$ cat src/verilog/obd_pkg.sv
// Constants shared by the option byte decoder files
//
// Overview of operation
// - Option bytes change only through the programmer port; software cannot write them.
// - Power-up boot select 0 with an ISP region boots from the ISP region.
// - Power-up boot select 1 boots from the application region at power-up.
// - Pin-reset boot select 0 with ISP region also boots ISP after pin reset.
// - Pin-reset boot select 1 leaves the boot choice to the power-up select.
// - Scramble option 0 scrambles code read out by the programmer; 1 does not.
// - Lock option 0 locks code memory against readout; 1 leaves it open.
// - Three size bits pick ISP size 4K..1K, start 0x3000..0x3C00; 111 none.
// - Data region low bound equals the boundary option byte times 256.
// - Data region high bound equals ISP start address minus one.
// - Protect 0 in application region: only counter-clear of watchdog control writable.
// - Protect 0 in ISP region: only counter-clear and prescaler bits writable.
// - Protect 1: every watchdog control bit writable by software.
// - Auto-enable 0: power-up sets enable, loads idle-count and prescaler defaults.
// - Auto-enable 1: power-up leaves the watchdog control register untouched.
// - Cold-start flag set by power-up and writable by software, unaffected by warm resets.
package obd_pkg;
    // ==========================================
    // Register map
    localparam logic [7:0] OBD_OFF_WDOG_CTRL = 8'h00;
    localparam logic [7:0] OBD_OFF_STATUS = 8'h04;
    localparam logic [7:0] OBD_OFF_OPTIONS = 8'h08;
    localparam logic [7:0] OBD_OFF_DATA_REGION = 8'h0C;
    localparam logic [7:0] OBD_OFF_BOOT_ADDR = 8'h10;
    // ==========================================
    // Option byte zero fields
    localparam int OBD_OB0_SIZE_LSB = 5;
    localparam int OBD_OB0_PWR_BOOT = 3;
    localparam int OBD_OB0_PIN_BOOT = 2;
    localparam int OBD_OB0_SCRAMBLE = 1;
    localparam int OBD_OB0_LOCK = 0;
    // Option byte three fields
    localparam int OBD_OB3_WP = 7;
    localparam int OBD_OB3_AUTO_EN = 5;
    localparam int OBD_OB3_IDLE = 3;
    localparam int OBD_OB3_PS_LSB = 0;
    // ==========================================
    // Watchdog control fields
    localparam int OBD_WD_ENABLE = 5;
    localparam int OBD_WD_CLEAR = 4;
    localparam int OBD_WD_IDLE = 3;
    localparam int OBD_WD_PS_LSB = 0;
    localparam logic [7:0] OBD_WD_RESET = 8'h00;
    localparam logic [7:0] OBD_WD_MASK_ALL = 8'h3F;
    localparam logic [7:0] OBD_WD_MASK_ISP = 8'h17;
    localparam logic [7:0] OBD_WD_MASK_AP = 8'h10;
    // ==========================================
    // Status fields
    localparam int OBD_ST_COLD = 0;
    localparam int OBD_ST_BOOT_ISP = 1;
    localparam int OBD_ST_LOADED = 2;
    localparam int OBD_ST_SCRAMBLE = 3;
    localparam int OBD_ST_LOCK = 4;
    // ==========================================
    // Memory layout
    localparam logic [15:0] OBD_ISP_BASE = 16'h3000;
    localparam logic [15:0] OBD_ISP_STEP = 16'h0200;
    localparam logic [2:0] OBD_ISP_NONE = 3'h7;
    localparam logic [15:0] OBD_FLASH_TOP = 16'h3FFF;
    localparam logic [15:0] OBD_APP_START = 16'h0000;
    localparam logic [7:0] OBD_OPT_ERASED = 8'hFF;
    localparam logic [7:0] OBD_LOCKED_DATA = 8'hFF;
    localparam logic [1:0] OBD_OPT_LAST = 2'h3;
    // Arbitrary key
    localparam logic [7:0] OBD_SCRAMBLE_KEY = 8'hA5;

    typedef enum logic [1:0] {
        OBD_ST_LOAD_REQ = 2'b00,
        OBD_ST_APPLY = 2'b01,
        OBD_ST_RUN = 2'b10
    } obd_state_t;
endpackage

$ cat src/verilog/obd_isp_decode.sv
// ISP region size decoder
`timescale 1ns/1ns
module obd_isp_decode
    import obd_pkg::*;
(
    input wire logic [2:0] size_code,
    output logic isp_present,
    output logic [15:0] isp_start
);
    // Each code step shrinks the region by one 512-byte page
    always_comb begin
        isp_present = (size_code != OBD_ISP_NONE);
        isp_start = OBD_ISP_BASE + (OBD_ISP_STEP * {13'h0000, size_code});
        if (!isp_present) begin
            isp_start = OBD_FLASH_TOP + 16'h0001;
        end
    end
endmodule

$ cat src/verilog/obd_readout_guard.sv
// Readout filter for code dumped to the external programmer
`timescale 1ns/1ns
module obd_readout_guard
    import obd_pkg::*;
(
    input wire logic scramble_n,
    input wire logic lock_n,
    input wire logic [15:0] addr,
    input wire logic [7:0] raw,
    output logic [7:0] guarded
);
    always_comb begin
        if (!lock_n) begin
            guarded = OBD_LOCKED_DATA;
        end else if (!scramble_n) begin
            guarded = raw ^ addr[7:0] ^ OBD_SCRAMBLE_KEY;
        end else begin
            guarded = raw;
        end
    end
endmodule

$ cat src/verilog/obd_top.sv
// Option byte decoder: loader, boot select, region bounds, watchdog control
//
// Decided for this implementation: the register addresses and the APB interface to the registers.
`timescale 1ns/1ns
module obd_top
    import obd_pkg::*;
(
    input wire logic sys_clk,
    input wire logic rstn,
    input wire logic clk_en,
    input wire logic pin_reset,
    input wire logic soft_reset,
    input wire logic wdog_reset,
    input wire logic psel,
    input wire logic penable,
    input wire logic pwrite,
    input wire logic [7:0] paddr,
    input wire logic [31:0] pwdata,
    output logic [31:0] prdata,
    output logic pready,
    output logic pslverr,
    output logic [1:0] nvm_addr,
    output logic nvm_rd,
    output logic nvm_wr,
    output logic [7:0] nvm_wdata,
    input wire logic [7:0] nvm_rdata,
    input wire logic nvm_valid,
    input wire logic prog_en,
    input wire logic prog_opt_wr,
    input wire logic [1:0] prog_opt_addr,
    input wire logic [7:0] prog_opt_wdata,
    input wire logic [15:0] prog_code_addr,
    input wire logic [7:0] code_rdata,
    output logic [15:0] code_addr,
    output logic [7:0] prog_rdata,
    input wire logic [15:0] cpu_pc,
    output logic cpu_run,
    output logic [15:0] boot_addr,
    output logic boot_from_isp,
    output logic [15:0] data_region_low,
    output logic [15:0] data_region_high,
    output logic wdog_enable,
    output logic wdog_idle_count,
    output logic [2:0] wdog_prescale,
    output logic wdog_clear_pulse
);
    // ==========================================
    // State
    obd_state_t state_reg;
    logic [1:0] load_idx_reg;
    logic [7:0] option_byte_zero_reg;
    logic [7:0] option_byte_one_reg;
    logic [7:0] option_byte_two_reg;
    logic [7:0] option_byte_three_reg;
    logic cold_start_flag_reg;
    logic cold_pending_reg;
    logic pin_pending_reg;
    logic boot_isp_reg;
    logic loaded_reg;
    logic [7:0] watchdog_control_reg;
    logic [7:0] watchdog_control_next;
    logic wdog_clear_reg;
    logic [31:0] prdata_reg;
    logic pslverr_reg;
    logic [7:0] prog_rdata_reg;
    logic [15:0] data_low_reg;
    logic [15:0] data_high_reg;

    logic isp_present;
    logic [15:0] isp_start;
    logic [7:0] guarded;
    logic warm_reset;
    logic setup_phase;
    logic wr_access;
    logic [7:0] wd_mask;
    logic pc_in_isp;
    logic powerup_boot_select;
    logic pinreset_boot_select;
    logic readout_scramble;
    logic readout_lock;
    logic wdog_write_protect;
    logic wdog_auto_enable;

    assign powerup_boot_select = option_byte_zero_reg[OBD_OB0_PWR_BOOT];
    assign pinreset_boot_select = option_byte_zero_reg[OBD_OB0_PIN_BOOT];
    assign readout_scramble = option_byte_zero_reg[OBD_OB0_SCRAMBLE];
    assign readout_lock = option_byte_zero_reg[OBD_OB0_LOCK];
    assign wdog_write_protect = option_byte_three_reg[OBD_OB3_WP];
    assign wdog_auto_enable = option_byte_three_reg[OBD_OB3_AUTO_EN];
    assign warm_reset = pin_reset | soft_reset | wdog_reset;

    obd_isp_decode u_isp_decode (
        .size_code(option_byte_zero_reg[OBD_OB0_SIZE_LSB +: 3]),
        .isp_present(isp_present),
        .isp_start(isp_start)
    );

    obd_readout_guard u_readout_guard (
        .scramble_n(readout_scramble),
        .lock_n(readout_lock),
        .addr(prog_code_addr),
        .raw(code_rdata),
        .guarded(guarded)
    );

    // ==========================================
    // Option storage port
    // Only the programmer pins reach the write strobe; no register path exists
    always_comb begin
        nvm_wr = prog_en & prog_opt_wr;
        nvm_wdata = prog_opt_wdata;
        nvm_addr = prog_en ? prog_opt_addr : load_idx_reg;
        nvm_rd = (state_reg == OBD_ST_LOAD_REQ) && !prog_en;
    end

    // ==========================================
    // Loader sequence
    // Any reset reloads all four bytes before the processor runs
    always_ff @(posedge sys_clk or negedge rstn) begin
        if (!rstn) begin
            state_reg <= OBD_ST_LOAD_REQ;
            load_idx_reg <= 2'h0;
        end else if (clk_en) begin
            if (warm_reset) begin
                state_reg <= OBD_ST_LOAD_REQ;
                load_idx_reg <= 2'h0;
            end else begin
                case (state_reg)
                    OBD_ST_LOAD_REQ: begin
                        if (nvm_valid && !prog_en) begin
                            load_idx_reg <= load_idx_reg + 2'h1;
                            if (load_idx_reg == OBD_OPT_LAST) begin
                                state_reg <= OBD_ST_APPLY;
                            end
                        end
                    end
                    OBD_ST_APPLY: begin
                        state_reg <= OBD_ST_RUN;
                    end
                    default: begin
                        state_reg <= OBD_ST_RUN;
                    end
                endcase
            end
        end
    end

    always_ff @(posedge sys_clk or negedge rstn) begin
        if (!rstn) begin
            option_byte_zero_reg <= OBD_OPT_ERASED;
            option_byte_one_reg <= OBD_OPT_ERASED;
            option_byte_two_reg <= OBD_OPT_ERASED;
            option_byte_three_reg <= OBD_OPT_ERASED;
        end else if (clk_en) begin
            // Held stable from here until the next reset
            if (state_reg == OBD_ST_LOAD_REQ && nvm_valid && !prog_en && !warm_reset) begin
                case (load_idx_reg)
                    2'h0: begin
                        option_byte_zero_reg <= nvm_rdata;
                    end
                    2'h1: begin
                        option_byte_one_reg <= nvm_rdata;
                    end
                    2'h2: begin
                        option_byte_two_reg <= nvm_rdata;
                    end
                    default: begin
                        option_byte_three_reg <= nvm_rdata;
                    end
                endcase
            end
        end
    end

    always_ff @(posedge sys_clk or negedge rstn) begin
        if (!rstn) begin
            loaded_reg <= 1'b0;
        end else if (clk_en) begin
            if (warm_reset) begin
                loaded_reg <= 1'b0;
            end else if (state_reg == OBD_ST_APPLY) begin
                loaded_reg <= 1'b1;
            end
        end
    end

    // ==========================================
    // Reset cause and boot choice
    always_ff @(posedge sys_clk or negedge rstn) begin
        if (!rstn) begin
            cold_pending_reg <= 1'b1;
            pin_pending_reg <= 1'b0;
        end else if (clk_en) begin
            if (warm_reset) begin
                cold_pending_reg <= 1'b0;
                pin_pending_reg <= pin_reset & ~soft_reset & ~wdog_reset;
            end else if (state_reg == OBD_ST_APPLY) begin
                cold_pending_reg <= 1'b0;
                pin_pending_reg <= 1'b0;
            end
        end
    end

    always_ff @(posedge sys_clk or negedge rstn) begin
        if (!rstn) begin
            boot_isp_reg <= 1'b0;
        end else if (clk_en) begin
            if (warm_reset) begin
                boot_isp_reg <= 1'b0;
            end else if (state_reg == OBD_ST_APPLY) begin
                if (!isp_present) begin
                    boot_isp_reg <= 1'b0;
                end else if (cold_pending_reg) begin
                    boot_isp_reg <= ~powerup_boot_select;
                end else if (pin_pending_reg) begin
                    // Pin select 1 defers to the power-up select
                    boot_isp_reg <= ~pinreset_boot_select | ~powerup_boot_select;
                end else begin
                    boot_isp_reg <= 1'b0;
                end
            end
        end
    end

    // Warm resets never touch this flag; software may write it
    always_ff @(posedge sys_clk or negedge rstn) begin
        if (!rstn) begin
            cold_start_flag_reg <= 1'b1;
        end else if (clk_en) begin
            if (wr_access && paddr == OBD_OFF_STATUS) begin
                cold_start_flag_reg <= pwdata[OBD_ST_COLD];
            end
        end
    end

    // ==========================================
    // Region bounds
    always_ff @(posedge sys_clk or negedge rstn) begin
        if (!rstn) begin
            data_low_reg <= 16'h0000;
            data_high_reg <= 16'h0000;
        end else if (clk_en) begin
            if (state_reg == OBD_ST_APPLY) begin
                // An odd byte value is accepted as written; page alignment is the writer's job
                data_low_reg <= {option_byte_one_reg, 8'h00};
                data_high_reg <= isp_start - 16'h0001;
            end
        end
    end

    // ==========================================
    // Watchdog control
    assign pc_in_isp = isp_present && (cpu_pc >= isp_start);
    assign setup_phase = psel & ~penable;
    assign wr_access = psel & penable & pwrite & pready;

    always_comb begin
        if (wdog_write_protect) begin
            wd_mask = OBD_WD_MASK_ALL;
        end else if (pc_in_isp) begin
            wd_mask = OBD_WD_MASK_ISP;
        end else begin
            wd_mask = OBD_WD_MASK_AP;
        end
        watchdog_control_next = (watchdog_control_reg & ~wd_mask) | (pwdata[7:0] & wd_mask);
        watchdog_control_next[OBD_WD_CLEAR] = 1'b0;
    end

    always_ff @(posedge sys_clk or negedge rstn) begin
        if (!rstn) begin
            watchdog_control_reg <= OBD_WD_RESET;
        end else if (clk_en) begin
            if (state_reg == OBD_ST_APPLY && cold_pending_reg && !wdog_auto_enable) begin
                watchdog_control_reg[OBD_WD_ENABLE] <= 1'b1;
                watchdog_control_reg[OBD_WD_IDLE] <= option_byte_three_reg[OBD_OB3_IDLE];
                watchdog_control_reg[OBD_WD_PS_LSB +: 3] <=
                    option_byte_three_reg[OBD_OB3_PS_LSB +: 3];
            end else if (wr_access && paddr == OBD_OFF_WDOG_CTRL) begin
                // Auto-enable 1 leaves the register alone at power-up
                watchdog_control_reg <= watchdog_control_next;
            end
        end
    end

    // Counter clear is write-only and always allowed
    always_ff @(posedge sys_clk or negedge rstn) begin
        if (!rstn) begin
            wdog_clear_reg <= 1'b0;
        end else if (clk_en) begin
            wdog_clear_reg <= wr_access && paddr == OBD_OFF_WDOG_CTRL
                && pwdata[OBD_WD_CLEAR] && wd_mask[OBD_WD_CLEAR];
        end
    end

    // ==========================================
    // Programmer readout
    always_ff @(posedge sys_clk or negedge rstn) begin
        if (!rstn) begin
            prog_rdata_reg <= 8'h00;
        end else if (clk_en) begin
            prog_rdata_reg <= prog_en ? guarded : 8'h00;
        end
    end

    // ==========================================
    // APB slave
    // Read data captured in setup so the access phase needs no wait state
    always_ff @(posedge sys_clk or negedge rstn) begin
        if (!rstn) begin
            prdata_reg <= 32'h0000_0000;
            pslverr_reg <= 1'b0;
        end else if (clk_en) begin
            if (setup_phase) begin
                pslverr_reg <= 1'b0;
                prdata_reg <= 32'h0000_0000;
                if (paddr == OBD_OFF_WDOG_CTRL) begin
                    prdata_reg <= {24'h000000, watchdog_control_reg};
                end else if (paddr == OBD_OFF_STATUS) begin
                    prdata_reg <= {27'h0000000, ~readout_lock, ~readout_scramble,
                        loaded_reg, boot_isp_reg, cold_start_flag_reg};
                end else if (paddr == OBD_OFF_OPTIONS) begin
                    // Read-only view; writes here are silently dropped
                    prdata_reg <= {option_byte_three_reg, option_byte_two_reg,
                        option_byte_one_reg, option_byte_zero_reg};
                end else if (paddr == OBD_OFF_DATA_REGION) begin
                    prdata_reg <= {data_high_reg, data_low_reg};
                end else if (paddr == OBD_OFF_BOOT_ADDR) begin
                    prdata_reg <= {16'h0000, boot_addr};
                end else begin
                    pslverr_reg <= 1'b1;
                end
            end
        end
    end

    // ==========================================
    // Outputs
    always_comb begin
        pready = psel & penable & clk_en;
        prdata = prdata_reg;
        pslverr = pslverr_reg & pready;
        cpu_run = (state_reg == OBD_ST_RUN);
        boot_from_isp = boot_isp_reg;
        boot_addr = boot_isp_reg ? isp_start : OBD_APP_START;
        data_region_low = data_low_reg;
        data_region_high = data_high_reg;
        wdog_enable = watchdog_control_reg[OBD_WD_ENABLE];
        wdog_idle_count = watchdog_control_reg[OBD_WD_IDLE];
        wdog_prescale = watchdog_control_reg[OBD_WD_PS_LSB +: 3];
        wdog_clear_pulse = wdog_clear_reg;
        code_addr = prog_code_addr;
        prog_rdata = prog_rdata_reg;
    end
endmodule

$ cat config.mk
export PLATFORM = sky130hd
export DESIGN_NAME = obd_top
export DESIGN_NICKNAME = d
export VERILOG_FILES = /design/src/verilog/obd_pkg.sv /design/src/verilog/obd_isp_decode.sv /design/src/verilog/obd_readout_guard.sv /design/src/verilog/obd_top.sv
export SDC_FILE = /design/constraint.sdc
export NUM_CORES = 1
export LEC_CHECK = 0
export BUFFER_PORTS_ARGS = -buffer_cell sky130_fd_sc_hd__buf_2
export CORE_ASPECT_RATIO = 1.5
export CORE_MARGIN = 4
export CORE_UTILIZATION = 45
export CTS_CLUSTER_SIZE = 40
export DETAILED_ROUTE_END_ITERATION = 16
export GPL_TIMING_DRIVEN = 0
export PLACE_DENSITY = 0.74
export SLEW_MARGIN = 20
export SYNTH_ARGS = -nofsm -noshare
export SYNTH_HDL_FRONTEND = slang
export SYNTH_HIERARCHICAL = 1
export SYNTH_SLANG_ARGS = --single-unit
export TNS_END_PERCENT = 20
$ cat constraint.sdc
create_clock -name sys_clk -period 3.2 [get_ports sys_clk]
set_clock_uncertainty 0.2 [all_clocks]
set_input_delay 0.8 -clock sys_clk [delete_from_list [all_inputs] [get_ports sys_clk]]
set_output_delay 0.8 -clock sys_clk [all_outputs]
set_load 0.05 [all_outputs]
# [After elaboration in Yosys (flattened, before gate mapping)]
# Cells that the tools add are included.
[totals] reg_bits=114 in_bits=110 out_inout_bits=126 elab_cells=135
[op_classes] n_addsub=3 magnitude_cmp=1 eq_ne=12 mux=38 bitwise_logic=27 reduce_logical=35
[op_table] op="32-bit two-way mux" count=4
[op_table] op="16-bit two-way mux" count=3
[op_table] op="8-bit two-way mux" count=3
[op_table] op="3-bit AND reduction" count=7
[op_table] op="8-bit AND" count=2
[op_table] op="8-bit by 4-bit equality test with 1-bit output (second input constant)" count=2
[op_table] op="16-bit >= comparator" count=1
[op_table] op="1-bit two-way mux" count=16
[op_table] op="2-bit two-way mux" count=8
[op_table] op="16-bit by 1-bit subtractor with 16-bit output (second input constant)" count=1
[op_table] op="14-bit by 12-bit adder with 15-bit output (first input constant)" count=1
[op_table] op="1-bit logical AND" count=12
[op_table] op="6-bit two-way mux" count=2
[op_table] op="2-bit AND reduction" count=5
[op_table] op="1-bit AND" count=9
[op_table] op="3-bit != test (second input constant)" count=3
[op_table] op="1-bit NOT" count=9
[op_table] op="8-bit by 3-bit equality test with 1-bit output (second input constant)" count=1
[op_table] op="8-bit by 5-bit equality test with 1-bit output (second input constant)" count=1
[op_table] op="8-bit logical NOT" count=1
[op_table] op="8-bit NOT" count=1
[op_table] op="8-bit bitwise OR" count=1
[op_table] op="2-bit nonzero test" count=4
[op_table] op="8-bit XOR" count=1
[op_table] op="10 further kinds" count=18

# [Longest topological paths before layout]
# Gate-level depths: netlist (run 1).
[depth] word_depth=11 depth_mapped=10 mapped_depth_nobuf=9

# [By module]
# The synthesis (run 1) kept the hierarchy.
[modules_own_cells] mod="obd_top" instances=1 cells_per_inst=597 area_each_um2=6042.0 seq_area_each_um2=2845.2
[modules_own_cells] mod="obd_readout_guard" instances=1 cells_per_inst=30 area_each_um2=193.9 seq_area_each_um2=0.0
[modules_own_cells] mod="obd_isp_decode" instances=1 cells_per_inst=18 area_each_um2=128.9 seq_area_each_um2=0.0

# [Worst setup path after synthesis (run 1)]
# OpenSTA, ideal clock, no wires.
[synth_timing] path_type="input to output" start="input port prog_en" end="output port nvm_addr[0]" arrival_time_ns=2.085 path_slack_ns=0.115 cell_stages=2 n_path_buf=1 path_cell_list="clkbuf_1 > o21ai_0"
[synth_via] elab_chain_len=1
[synth_rtl] element="start, declared" line="obd_top.sv:28" rtl="input wire logic prog_en,"
[synth_rtl] element="2-bit two-way mux" line="obd_top.sv:112" rtl="nvm_addr = prog_en ? prog_opt_addr : load_idx_reg;"
[synth_rtl] element="end, declared" line="obd_top.sv:22" rtl="output logic [1:0] nvm_addr,"
# No other way between the ends.

==> results by group, run 1 <==
Run status
  • Outcome: finished clean

Yosys
  • Syn avg cell area: roughly 10 sq um
  • #FFs+latches synth: approximately 110
  • Post-synth cell types: 56
  • Post-Syn Instances: about 650
  • Syn Std Cell Area: roughly 6400 sq um
  • Synth Area in XOR/XNOR: roughly 1.8%
  • Largest family of logic cells by synthesized area: simple AND/OR/NAND/NOR gates
  • Adder-cell share of the synthesized area: ~4.1%
  • Synth Flop Type: dfrtp_1
  • Multiplexer area fraction after synthesis: 12.8%
  • Post-synthesis simple-gate area fraction: 15.3%
  • Ys Warns: 6
  • Post-synthesis compound-gate area fraction: 12.2%
  • Async SR Flop Fraction: 100%
  • Post-synth EDFFs: 0
  • Sequential area share after synthesis: 44.7%

Worst setup path
  • CP Class: flop to flop
  • Worst EP required: 3.24 ns
  • Crit Path Max Fanout: 6
  • Worst Setup Start Kind: flop
  • Data arrival, critical path: 3.17 ns
  • Worst Setup End Kind: flop

Cells and area
  • Layout cells sized above 1: just over 40%
  • Most frequent cells in the layout: buf_2 (176), dfrtp_1 (78), nand2_1 (69)
  • Post-layout nets: 989
  • Synth-to-Final Area Change: 25.5%
  • Commonest non-fill, non-tap cell in the layout: buf_2
  • Largest register FFs: 32
  • Final non-filler cell area: around 8000 sq um
  • Diode count: 0

Global routing
  • Overflow after GRT: 0
  • Initial antenna violation count: 0
  • GRT Util Overall: approximately a quarter
  • Vias in the first global route: roughly 5500
  • First-pass GRT wire length: about 30000 um
  • Largest net degree at the start of global routing: about 60

Timing
  • Slew @ Worst Pin: 0.769 ns
  • Fmax: between 0.3 and 0.4 GHz
  • Slew headroom: 48.7%
  • Final period util: a little over nine tenths
  • Worst Slack Setup Final: between 0.07 and 0.08 ns
  • RSZ-0062 raised after global routing: true
  • Period minus WS final: roughly 3.1 ns
  • Final Hold Viols: 0
  • Final-report setup violation count: 0
  • Final Max Tran Viols: 0

Clocking
  • CTS tree: done
  • Total CTS buffers: 9
  • Clk sinks: 112
  • H-Tree Depth: 3
  • Clock transition at path regs: about 0.070 ns
  • Clock root cell: clkbuf_16
  • Worst-Skew Late Latency: around 0.36 ns
  • CTS Hold Bufs: 0
  • CTS Buffer Depth: 2

Route
  • DRC marker count from the first detailed-route iteration: 353
  • Detail Route Antenna Nets: 0
  • # DRC: 0
  • Routed vias: about 5500
  • Via-to-Cell Ratio: between 5 and 6
  • Routed length per instance: between 15 and 20 um
  • Pre-antenna DRT Iters: 4
  • Final WL: roughly 19000 um

Die
  • Die Area: about 16000 sq um
  • Starting Density: a little under half
  • Core area: about 14000 sq um
  • Die span in x: roughly 110 um
  • Die Y: between 150 and 200 um
  • Io pins: roughly 240
  • Row cnt: between 50 and 60

Placement
  • Area after DPL: roughly 7500 sq um
  • Gpl congestion: about 0.86
  • IO buf count: 173
  • Pre-CTS setup slack: -0.586 ns
  • Final HPWL DP: 15000 um

Pwr
  • Sequential power share: 46.3%
  • Sw Pwr: 0.974 mW
  • Max VDD drop: approximately 0.24 mV
  • Leakage power total: between 4 and 5 nW
  • Clock share of power: between 30 and 40%
  • Pwr dens: between 400 and 500 nW/um^2
  • Final Power: 3.25 mW
  • Internal Pwr Total: ~2.3 mW
  • Comb pwr share: between 10% and 20%
  • Switch share: ~30%

Hold path
  • Hold crit path type: input pin to asynchronous set/reset pin

Job
  • # Max-Cap Violations: 0
==> cells in the mapped netlist, drive strengths merged (2+ instances only) <==
library cell / n / share of area, %
a2111oi: 2 / 0.28
a21oi: 23 / 1.8
xnor2: 13 / 1.8
nand3: 18 / 1.4
nor2b: 8 / 0.79
o21ai: 48 / 3.8
a21o: 2 / 0.24
and3: 8 / 0.81
mux2: 49 / 8.8
dfstp: 34 / 14
conb: 2 / 0.12
a21boi: 3 / 0.35
dfrtp: 78 / 31
nand4: 4 / 0.39
nand2b: 11 / 1.2
or4: 2 / 0.29
a22oi: 5 / 0.59
mux2i: 25 / 3.9
o22ai: 2 / 0.20
inv: 32 / 1.9
and2b: 2 / 0.24
a221oi: 3 / 0.41
or3: 10 / 1.0
nor2: 29 / 1.7
nor3: 9 / 0.71
and2: 19 / 1.9
buf: 51 / 5.9
o31ai: 21 / 2.5
nand2: 69 / 4.1
o22a: 4 / 0.73
nand3b: 2 / 0.24
clkbuf: 21 / 1.2
nor4: 3 / 0.29
ha: 21 / 4.1
==> cell type report <==
class | count | area [sq um]
flip-flops and latches | 112 | 2850
well taps | 165 | 206
fillers | 1312 | 5940
plain buffers | 72 | 455
multi-input cells | 445 | 3070
repair buffers | 186 | 990
clock inverters | 6 | 56.3
clock buffers | 10 | 239
inverters | 32 | 120
==> final timing paths <==
check / from / cells after the start / slack [ns] / endpoint
setup / recovery: option_byte_zero_reg[7] / 9 / 0.08 / flop
hold / removal: rstn / 1 / 0.21 / load_idx_reg[1]
setup reg to reg: option_byte_zero_reg[7] / 9 / 0.08 / flop
hold reg to reg: prdata[18] / 2 / 0.28 / prdata[18]
max in group asynchronous: rstn / 2 / 1.87 / option_byte_zero_reg[5]
min in group sys_clk: prdata[18] / 2 / 0.28 / prdata[18]
==> repair_timing <==
action / CTS / global route
pin swaps: 2 / 5
gates resized for setup: 8 / 5
buffers inserted: 1 / 11
setup endpoints to repair: 3 / 4
==> power groups by stage <==
stage	registers (mW)	logic [mW]	clock network, mW
global route	1.51	0.669	1.20
CTS	1.51	0.561	1.14
global placement	1.53	0.535	0
finish	1.51	0.621	1.12
detailed placement	1.53	0.548	0
floorplan	1.56	0.341	0
==> cells by family after synthesis <==
group | Yosys count
AND/OR/NAND/NOR | 196
XOR/XNOR | 13
adder cells (fa/ha/maj) | 21
multiplexers | 74
other | 2
flip-flops | 112
buffers and inverters | 104
AO/OA/AOI/OAI | 123
==> through the flow <==
stage          TNS [ns]  utilization [%]  hold WS (ns)  instances
4_1_cts               0             56.6         0.231       1017
3_3_place_gp     -16.05             53.8         0.257        999
3_5_place_dp      -1.87             54.1         0.260       1000
5_1_grt         -0.0409             57.3         0.247       1028
6_report              0             57.3         0.212       1028
2_1_floorplan         0                -         0.241        661
==> worst max-delay path, cell delays in order, from the launching register on <==
cell     delay, ns
dfstp_2       0.61
and3_4        0.26
inv_1         0.08
ha_1          0.29
nand4_1       0.14
nor2_1        0.05
a311o_1       0.39
nor4_4        0.41
o22a_2        0.28
mux2_4        0.30
==> routing by layer <==
layer / vias to the layer above / global-route usage, % / part of all wire [%]
met2: 221 / 40.9 / 51
met1: 2606 / 26.4 / 37
li1: 2602 / - / -
met5: - / 0 / 0
met3: 44 / 5.96 / 7.5
met4: 0 / 11.6 / 4.0
(Power assumes the default switching activity.)
==> inputs of run 2 (changes only) <==
CORE_UTILIZATION = 30   (was 45)
PLACE_DENSITY = 0.52   (was 0.74)
==> run 2 against run 1 <==
Maximum frequency increased by 0.17%. Largest cell class unchanged. Design area increased by 1.5%. Critical path depth unchanged. Combinational power about the same. Worst setup slack improved by 0.0054 ns. Global-route usage decreased by 6.1 points. Count of clock-buffer cells in the layout unchanged. Sequential power about the same. Register-to-register slack about the same. Utilization decreased by 19 points. Clock power about the same. Non-clock buffer count decreased by 1.
==> results by group, run 2 (same netlist as run 1, synthesis figures left out) <==
Run status
  • Outcome: finished clean

Cells and area
  • Largest register FFs: 32
  • Synth-to-Final Area Change: 27.4%
  • Most frequent cells in the layout: buf_2 (176), dfrtp_1 (78), nand2_1 (69)
  • Area occupied by multi-input gates: 3080 sq um
  • Commonest non-fill, non-tap cell in the layout: buf_2
  • Diode count: 0
  • Reg area: about 2800 sq um
  • Fin util: 38.6%
  • Post-layout nets: slightly below 1000
  • Layout cells sized above 1: 40.6%
  • # fillers: 2183

Pwr
  • Comb pwr share: between 10% and 20%
  • Pwr dens: 399 nW/um^2
  • Final Power: roughly 3.2 mW
  • Sw Pwr: 0.991 mW
  • Leakage power total: about 4.0 nW
  • Switch share: a little under a third
  • Sequential power share: a little under half
  • Internal Pwr Total: 2.25 mW
  • Max VDD drop: between 0.2 and 0.25 mV
  • Clock share of power: between 30 and 40%

Placement
  • Pre-CTS setup slack: -0.755 ns
  • Gpl congestion: roughly 0.84
  • Final HPWL DP: between 15000 and 20000 um
  • IO buf count: 173

Worst setup path
  • Data arrival, critical path: around 3.2 ns
  • Worst Setup End Kind: flop
  • Reg2Reg Depth: 9
  • Worst Setup Start Kind: flop
  • Worst EP required: 3.23 ns
  • Crit Path Max Fanout: 6
  • Worst R2R Start: option_byte_zero_reg[7]
  • R2R Setup Slk: 0.08 ns
  • CP Class: flop to flop
  • Worst setup path start: option_byte_zero_reg[7]

Timing
  • Final period util: slightly below 100%
  • Slew headroom: 43.8%
  • Fmax: ~0.32 GHz
  • Slew @ Worst Pin: about 0.84 ns
  • Final Max Tran Viols: 0
  • Final Hold Viols: 0
  • Period minus WS final: 3.12 ns
  • Worst Slack Setup Final: between 0.08 and 0.09 ns
  • Fin Hold WS: 0.161 ns
  • Final-report setup violation count: 0

Clocking
  • CTS Buffer Depth: 2
  • Total CTS buffers: 9
  • H-Tree Depth: 3
  • Clock transition at path regs: ~0.09 ns
  • Clk sinks: about 110
  • Worst-Skew Late Latency: ~0.35 ns
  • CTS tree: done
  • Clock root cell: clkbuf_16

Global routing
  • Largest net degree at the start of global routing: about 70
  • Overflow after GRT: 0
  • GRT Util Overall: 17.3%
  • Vias in the first global route: around 5300
  • Initial antenna violation count: 1
  • First-pass GRT wire length: ~32000 um

Route
  • Via-to-Cell Ratio: 4.71
  • Routed vias: roughly 5300
  • Final WL: 20900 um
  • Pre-antenna DRT Iters: 4
  • Routed length per instance: 18.5 um
  • # DRC: 0
  • DRC marker count from the first detailed-route iteration: between 200 and 300
  • Detail Route Antenna Nets: 0

Die
  • Starting Density: between 30% and 40%
  • Die Area: 23700 sq um
  • Die Y: around 190 um
  • Die span in x: between 100 and 150 um
  • Row cnt: 65
  • Io pins: between 200 and 250
  • Core area: about 21000 sq um

Hold path
  • Hold crit path type: input pin to asynchronous set/reset pin

Job
  • # Max-Cap Violations: 0
==> run 2: changes by cell type in the layout (fill, tap and decap cells not counted), sizes merged <==
cell,delta
clkinvlp,+1
inv,-2
buf,-1
clkinv,+1
==> run 2: how the worst max path moves through the flow <==
stage | to | slack [ns] | depth (start not counted)
6_report | flop | 0.08 | 9
3_5_place_dp | flop | -0.75 | 9
4_1_cts | flop | 0.002 | 10
5_1_grt | flop | -0.02 | 9
3_3_place_gp | flop | -0.77 | 9
2_1_floorplan | nvm_addr[0] | 0.12 | 2
==> run 2: cell type report <==
cell class	count	area share, %
Clock buffer	10	2.82
Buffer	72	5.71
Inverter	32	1.48
Sequential cell	112	35.1
Timing Repair Buffer	185	12.1
Tap cell	268	4.14
Multi-Input combinational cell	445	38.0
Clock inverter	6	0.617
==> run 2: through the flow <==
stage,cell area [sq um],instances,TNS [ns]
finish,8110,1130,0
global route,8110,1130,-0.0426
CTS,8020,1123,0
detailed placement,7660,1103,-3.12
global placement,7630,1102,-29.75
floorplan,6420,661,0
==> run 2: repair_timing <==
| action | CTS | global route |
|---|---|---|
| buffers inserted | 4 | 7 |
| hold buffers | 0 | 0 |
| endpoints found under the setup margin | 3 | 4 |
| gates resized for setup | 9 | 7 |
| pin swaps | 2 | 6 |
| gates cloned | 0 | 0 |
==> run 2: metal layers <==
layer	up-vias	routed length [um]	track usage [%]
met5	-	13	0
met4	2	481	5.08
met3	24	1110	2.63
met2	183	10700	31.2
met1	2492	8600	21.0
li1	2617	-	-
==> run 2: power groups by stage <==
stage	Combinational [mW]	Clock, mW	Sequential [mW]
after floorplan	0.341	0	1.56
after global placement	0.550	0	1.53
after detailed placement	0.557	0	1.53
after CTS	0.587	1.13	1.51
after global routing	0.671	1.19	1.52
final	0.618	1.11	1.51
==> run 2: critical path, cell delays in order, from the launching register on <==
cell and delay (ns):
dfstp_2 0.66, a21boi_4 0.29, inv_1 0.06, ha_1 0.31, a21oi_1 0.15, nor2_1 0.05, a311o_1 0.31, nor4_4 0.39
o22a_2 0.27, mux2_4 0.30
==> inputs of run 3 (changes only) <==
PLACE_DENSITY = 0.54   (was 0.52)
SYNTH_HIERARCHICAL = default   (was 1)
==> run 3 against run 2 <==
Non-clock buffer count decreased by 7. First-iteration DRC count shrank 29%. Register-to-register slack improved by 0.14 ns. Utilization rose by 0.57 points.
==> results by group, run 3 <==
Placement
  • IO buf count: around 170
  • Gpl congestion: approximately 0.86
  • Placed cells: 952
  • Final HPWL DP: about 14000 um

Cells and area
  • Synth-to-Final Area Change: 28.2%
  • Diode count: 0
  • Commonest non-fill, non-tap cell in the layout: buf_2
  • Layout cells sized above 1: between 40% and 50%
  • Largest register FFs: 32
  • Final cell count without fillers: approximately 970
  • Fin util: between 30% and 40%
  • Post-layout nets: about 870
  • Most frequent cells in the layout: buf_2 (177), dfrtp_1 (69), nand2_1 (60)

Worst setup path
  • R2R Setup Slk: between 0.2 and 0.25 ns
  • Worst Setup End Kind: flop
  • Worst setup path start: option_byte_zero_reg[6]
  • Worst Setup Start Kind: flop
  • Crit Path Max Fanout: 10
  • Worst EP required: 3.21 ns
  • Reg2Reg Depth: 10
  • Worst R2R Start: option_byte_zero_reg[6]
  • CP Class: flop to flop
  • Data arrival, critical path: around 3.0 ns

Yosys
  • Sequential area share after synthesis: 47.8%
  • Count leader, synth: dfrtp_1
  • Post-Syn Instances: 544
  • Synth area leader: dfrtp_1
  • Synth top area share: between 30% and 40%
  • Post-synth cell types: between 50 and 60
  • Ys Warns: 0
  • #FFs+latches synth: roughly 100
  • Syn avg cell area: between 10 and 15 sq um
  • Syn Std Cell Area: roughly 5500 sq um
  • Post-synth top cells: dfrtp_1 (69), nand2_1 (60), buf_4 (52)
  • Post-synth EDFFs: 0
  • Synth Flop Type: dfrtp_1
  • Synth top area cells: dfrtp_1 (31%), dfstp_2 (16%), mux2_2 (8.8%)
  • Async SR Flop Fraction: 100%

Clocking
  • Total CTS buffers: 9
  • H-Tree Depth: 3
  • Postcts setup bufs: 0
  • Worst-Skew Late Latency: about 0.34 ns
  • CTS Hold Bufs: 0
  • CTS tree: done
  • Clk sinks: a little over 100
  • Clock transition at path regs: 0.07 ns
  • CTS Buffer Depth: 2
  • Clock root cell: clkbuf_16
  • Resize count post-CTS: 2

Die
  • Die span in x: 118 um
  • Starting Density: 30.6%
  • Io pins: 236
  • Row cnt: 60
  • Die Y: 174 um
  • Core area: around 18000 sq um
  • Die Area: ~21000 sq um

Timing
  • Final-report setup violation count: 0
  • Slew headroom: approximately half
  • Final Max Tran Viols: 0
  • RSZ-0062 raised after global routing: false
  • Final period util: around 93%
  • Slew @ Worst Pin: a little under 0.8 ns
  • Setup TNS: 0 ns
  • Final Hold Viols: 0
  • Fmax: between 0.3 and 0.4 GHz
  • Period minus WS final: 2.98 ns

Pwr
  • Leakage power total: ~3.5 nW
  • Pwr dens: ~460 nW/um^2
  • Max VDD drop: ~0.26 mV
  • Final Power: about 3.2 mW

Hold path
  • Hold crit path type: input pin to asynchronous set/reset pin

Route
  • Final WL: around 17000 um
  • # DRC: 0
  • Pre-antenna DRT Iters: 6
  • DR top layer: met4
  • Via-to-Cell Ratio: 4.77
  • WL met2: 9320 um
  • DRC marker count from the first detailed-route iteration: 180
  • DRT met1 WL: 6550 um
  • WL met3: 1120 um
  • Routed vias: approximately 4600
  • Routed length per instance: approximately 18 um
  • Detail Route Antenna Nets: 0

Global routing
  • Vias in the first global route: 4708
  • Largest net degree at the start of global routing: between 70 and 80
  • Initial antenna violation count: 0
  • Overflow after GRT: 0
  • First-pass GRT wire length: ~27000 um
  • GRT Util Overall: roughly 16%

Job
  • # Max-Cap Violations: 0

Run status
  • Outcome: finished clean
[run 3: changes by cell type after synthesis, sizes merged, moves of 9 or more]
cell,before,now
o21ai,48,31
mux2i,25,9
dfrtp,78,69
ha,21,11
and2,19,8
buf,51,60
[run 3: layout make-up]
type | count | area (sq um)
clock inverters | 7 | 71.3
plain buffers | 77 | 493
multi-input cells | 356 | 2370
well taps | 217 | 272
inverters | 25 | 93.8
repair buffers | 173 | 895
fillers | 1834 | 10900
clock buffers | 9 | 225
flip-flops and latches | 103 | 2620
[run 3: worst max-delay path: stages (launching register included)]
cell      delay [ns]
dfstp_2         0.51
buf_2           0.19
nand3_2         0.22
nand2_1         0.16
inv_1           0.08
ha_1            0.27
nor4b_1         0.21
and3_1          0.26
o311ai_4        0.17
o311ai_0        0.49
nor2_1          0.07
[run 3: worst min path at each step]
stage / startpoint / slack, ns / end
final: rstn / 0.12 / prog_rdata[5]
after floorplan: cold_pending_reg / 0.28 / cold_pending_reg
after global routing: rstn / 0.13 / prog_rdata[5]
after global placement: prdata[3] / 0.25 / prdata[3]
after CTS: rstn / 0.12 / prog_rdata[7]
after detailed placement: prdata[25] / 0.26 / prdata[25]
[run 3: routing by layer]
layer / vias to the layer above / global-route usage (%)
met2: 164 / 31.6
met4: 0 / 3.48
li1: 2216 / -
met1: 2221 / 18.4
met3: 16 / 3.82
met5: - / 0
[run 3: stage by stage]
stage | cell area (sq um) | worst slack (ns) | hold slack [ns]
finish | 7040 | 0.222 | 0.125
global route | 7040 | 0.0501 | 0.128
CTS | 7040 | 0.213 | 0.124
detailed placement | 6730 | -0.416 | 0.262
global placement | 6690 | -0.359 | 0.249
floorplan | 5560 | 0.118 | 0.284
[run 3: kinds of logic (layout without fill, tap and decap cells)]
logic type	after synthesis	in the layout	share of synthesized area, %
AOI/OAI and AO/OA	106	106	12.5
buffers and inverters	103	291	10.8
xor gates and xnor gates	10	10	1.60
DFF	103	103	47.8
other	1	19	0.0683
muxes	52	52	10.5
and+or+nand+nor	158	158	14.3
adders and majority gates	11	11	2.51
[run 3: power breakdown]
part,switching (mW),leakage (nW),internal (mW)
logic,0.469,2.11,0.215
registers,0.0519,1.29,1.37
clock network,0.494,0.150,0.608
total,1.02,3.54,2.20
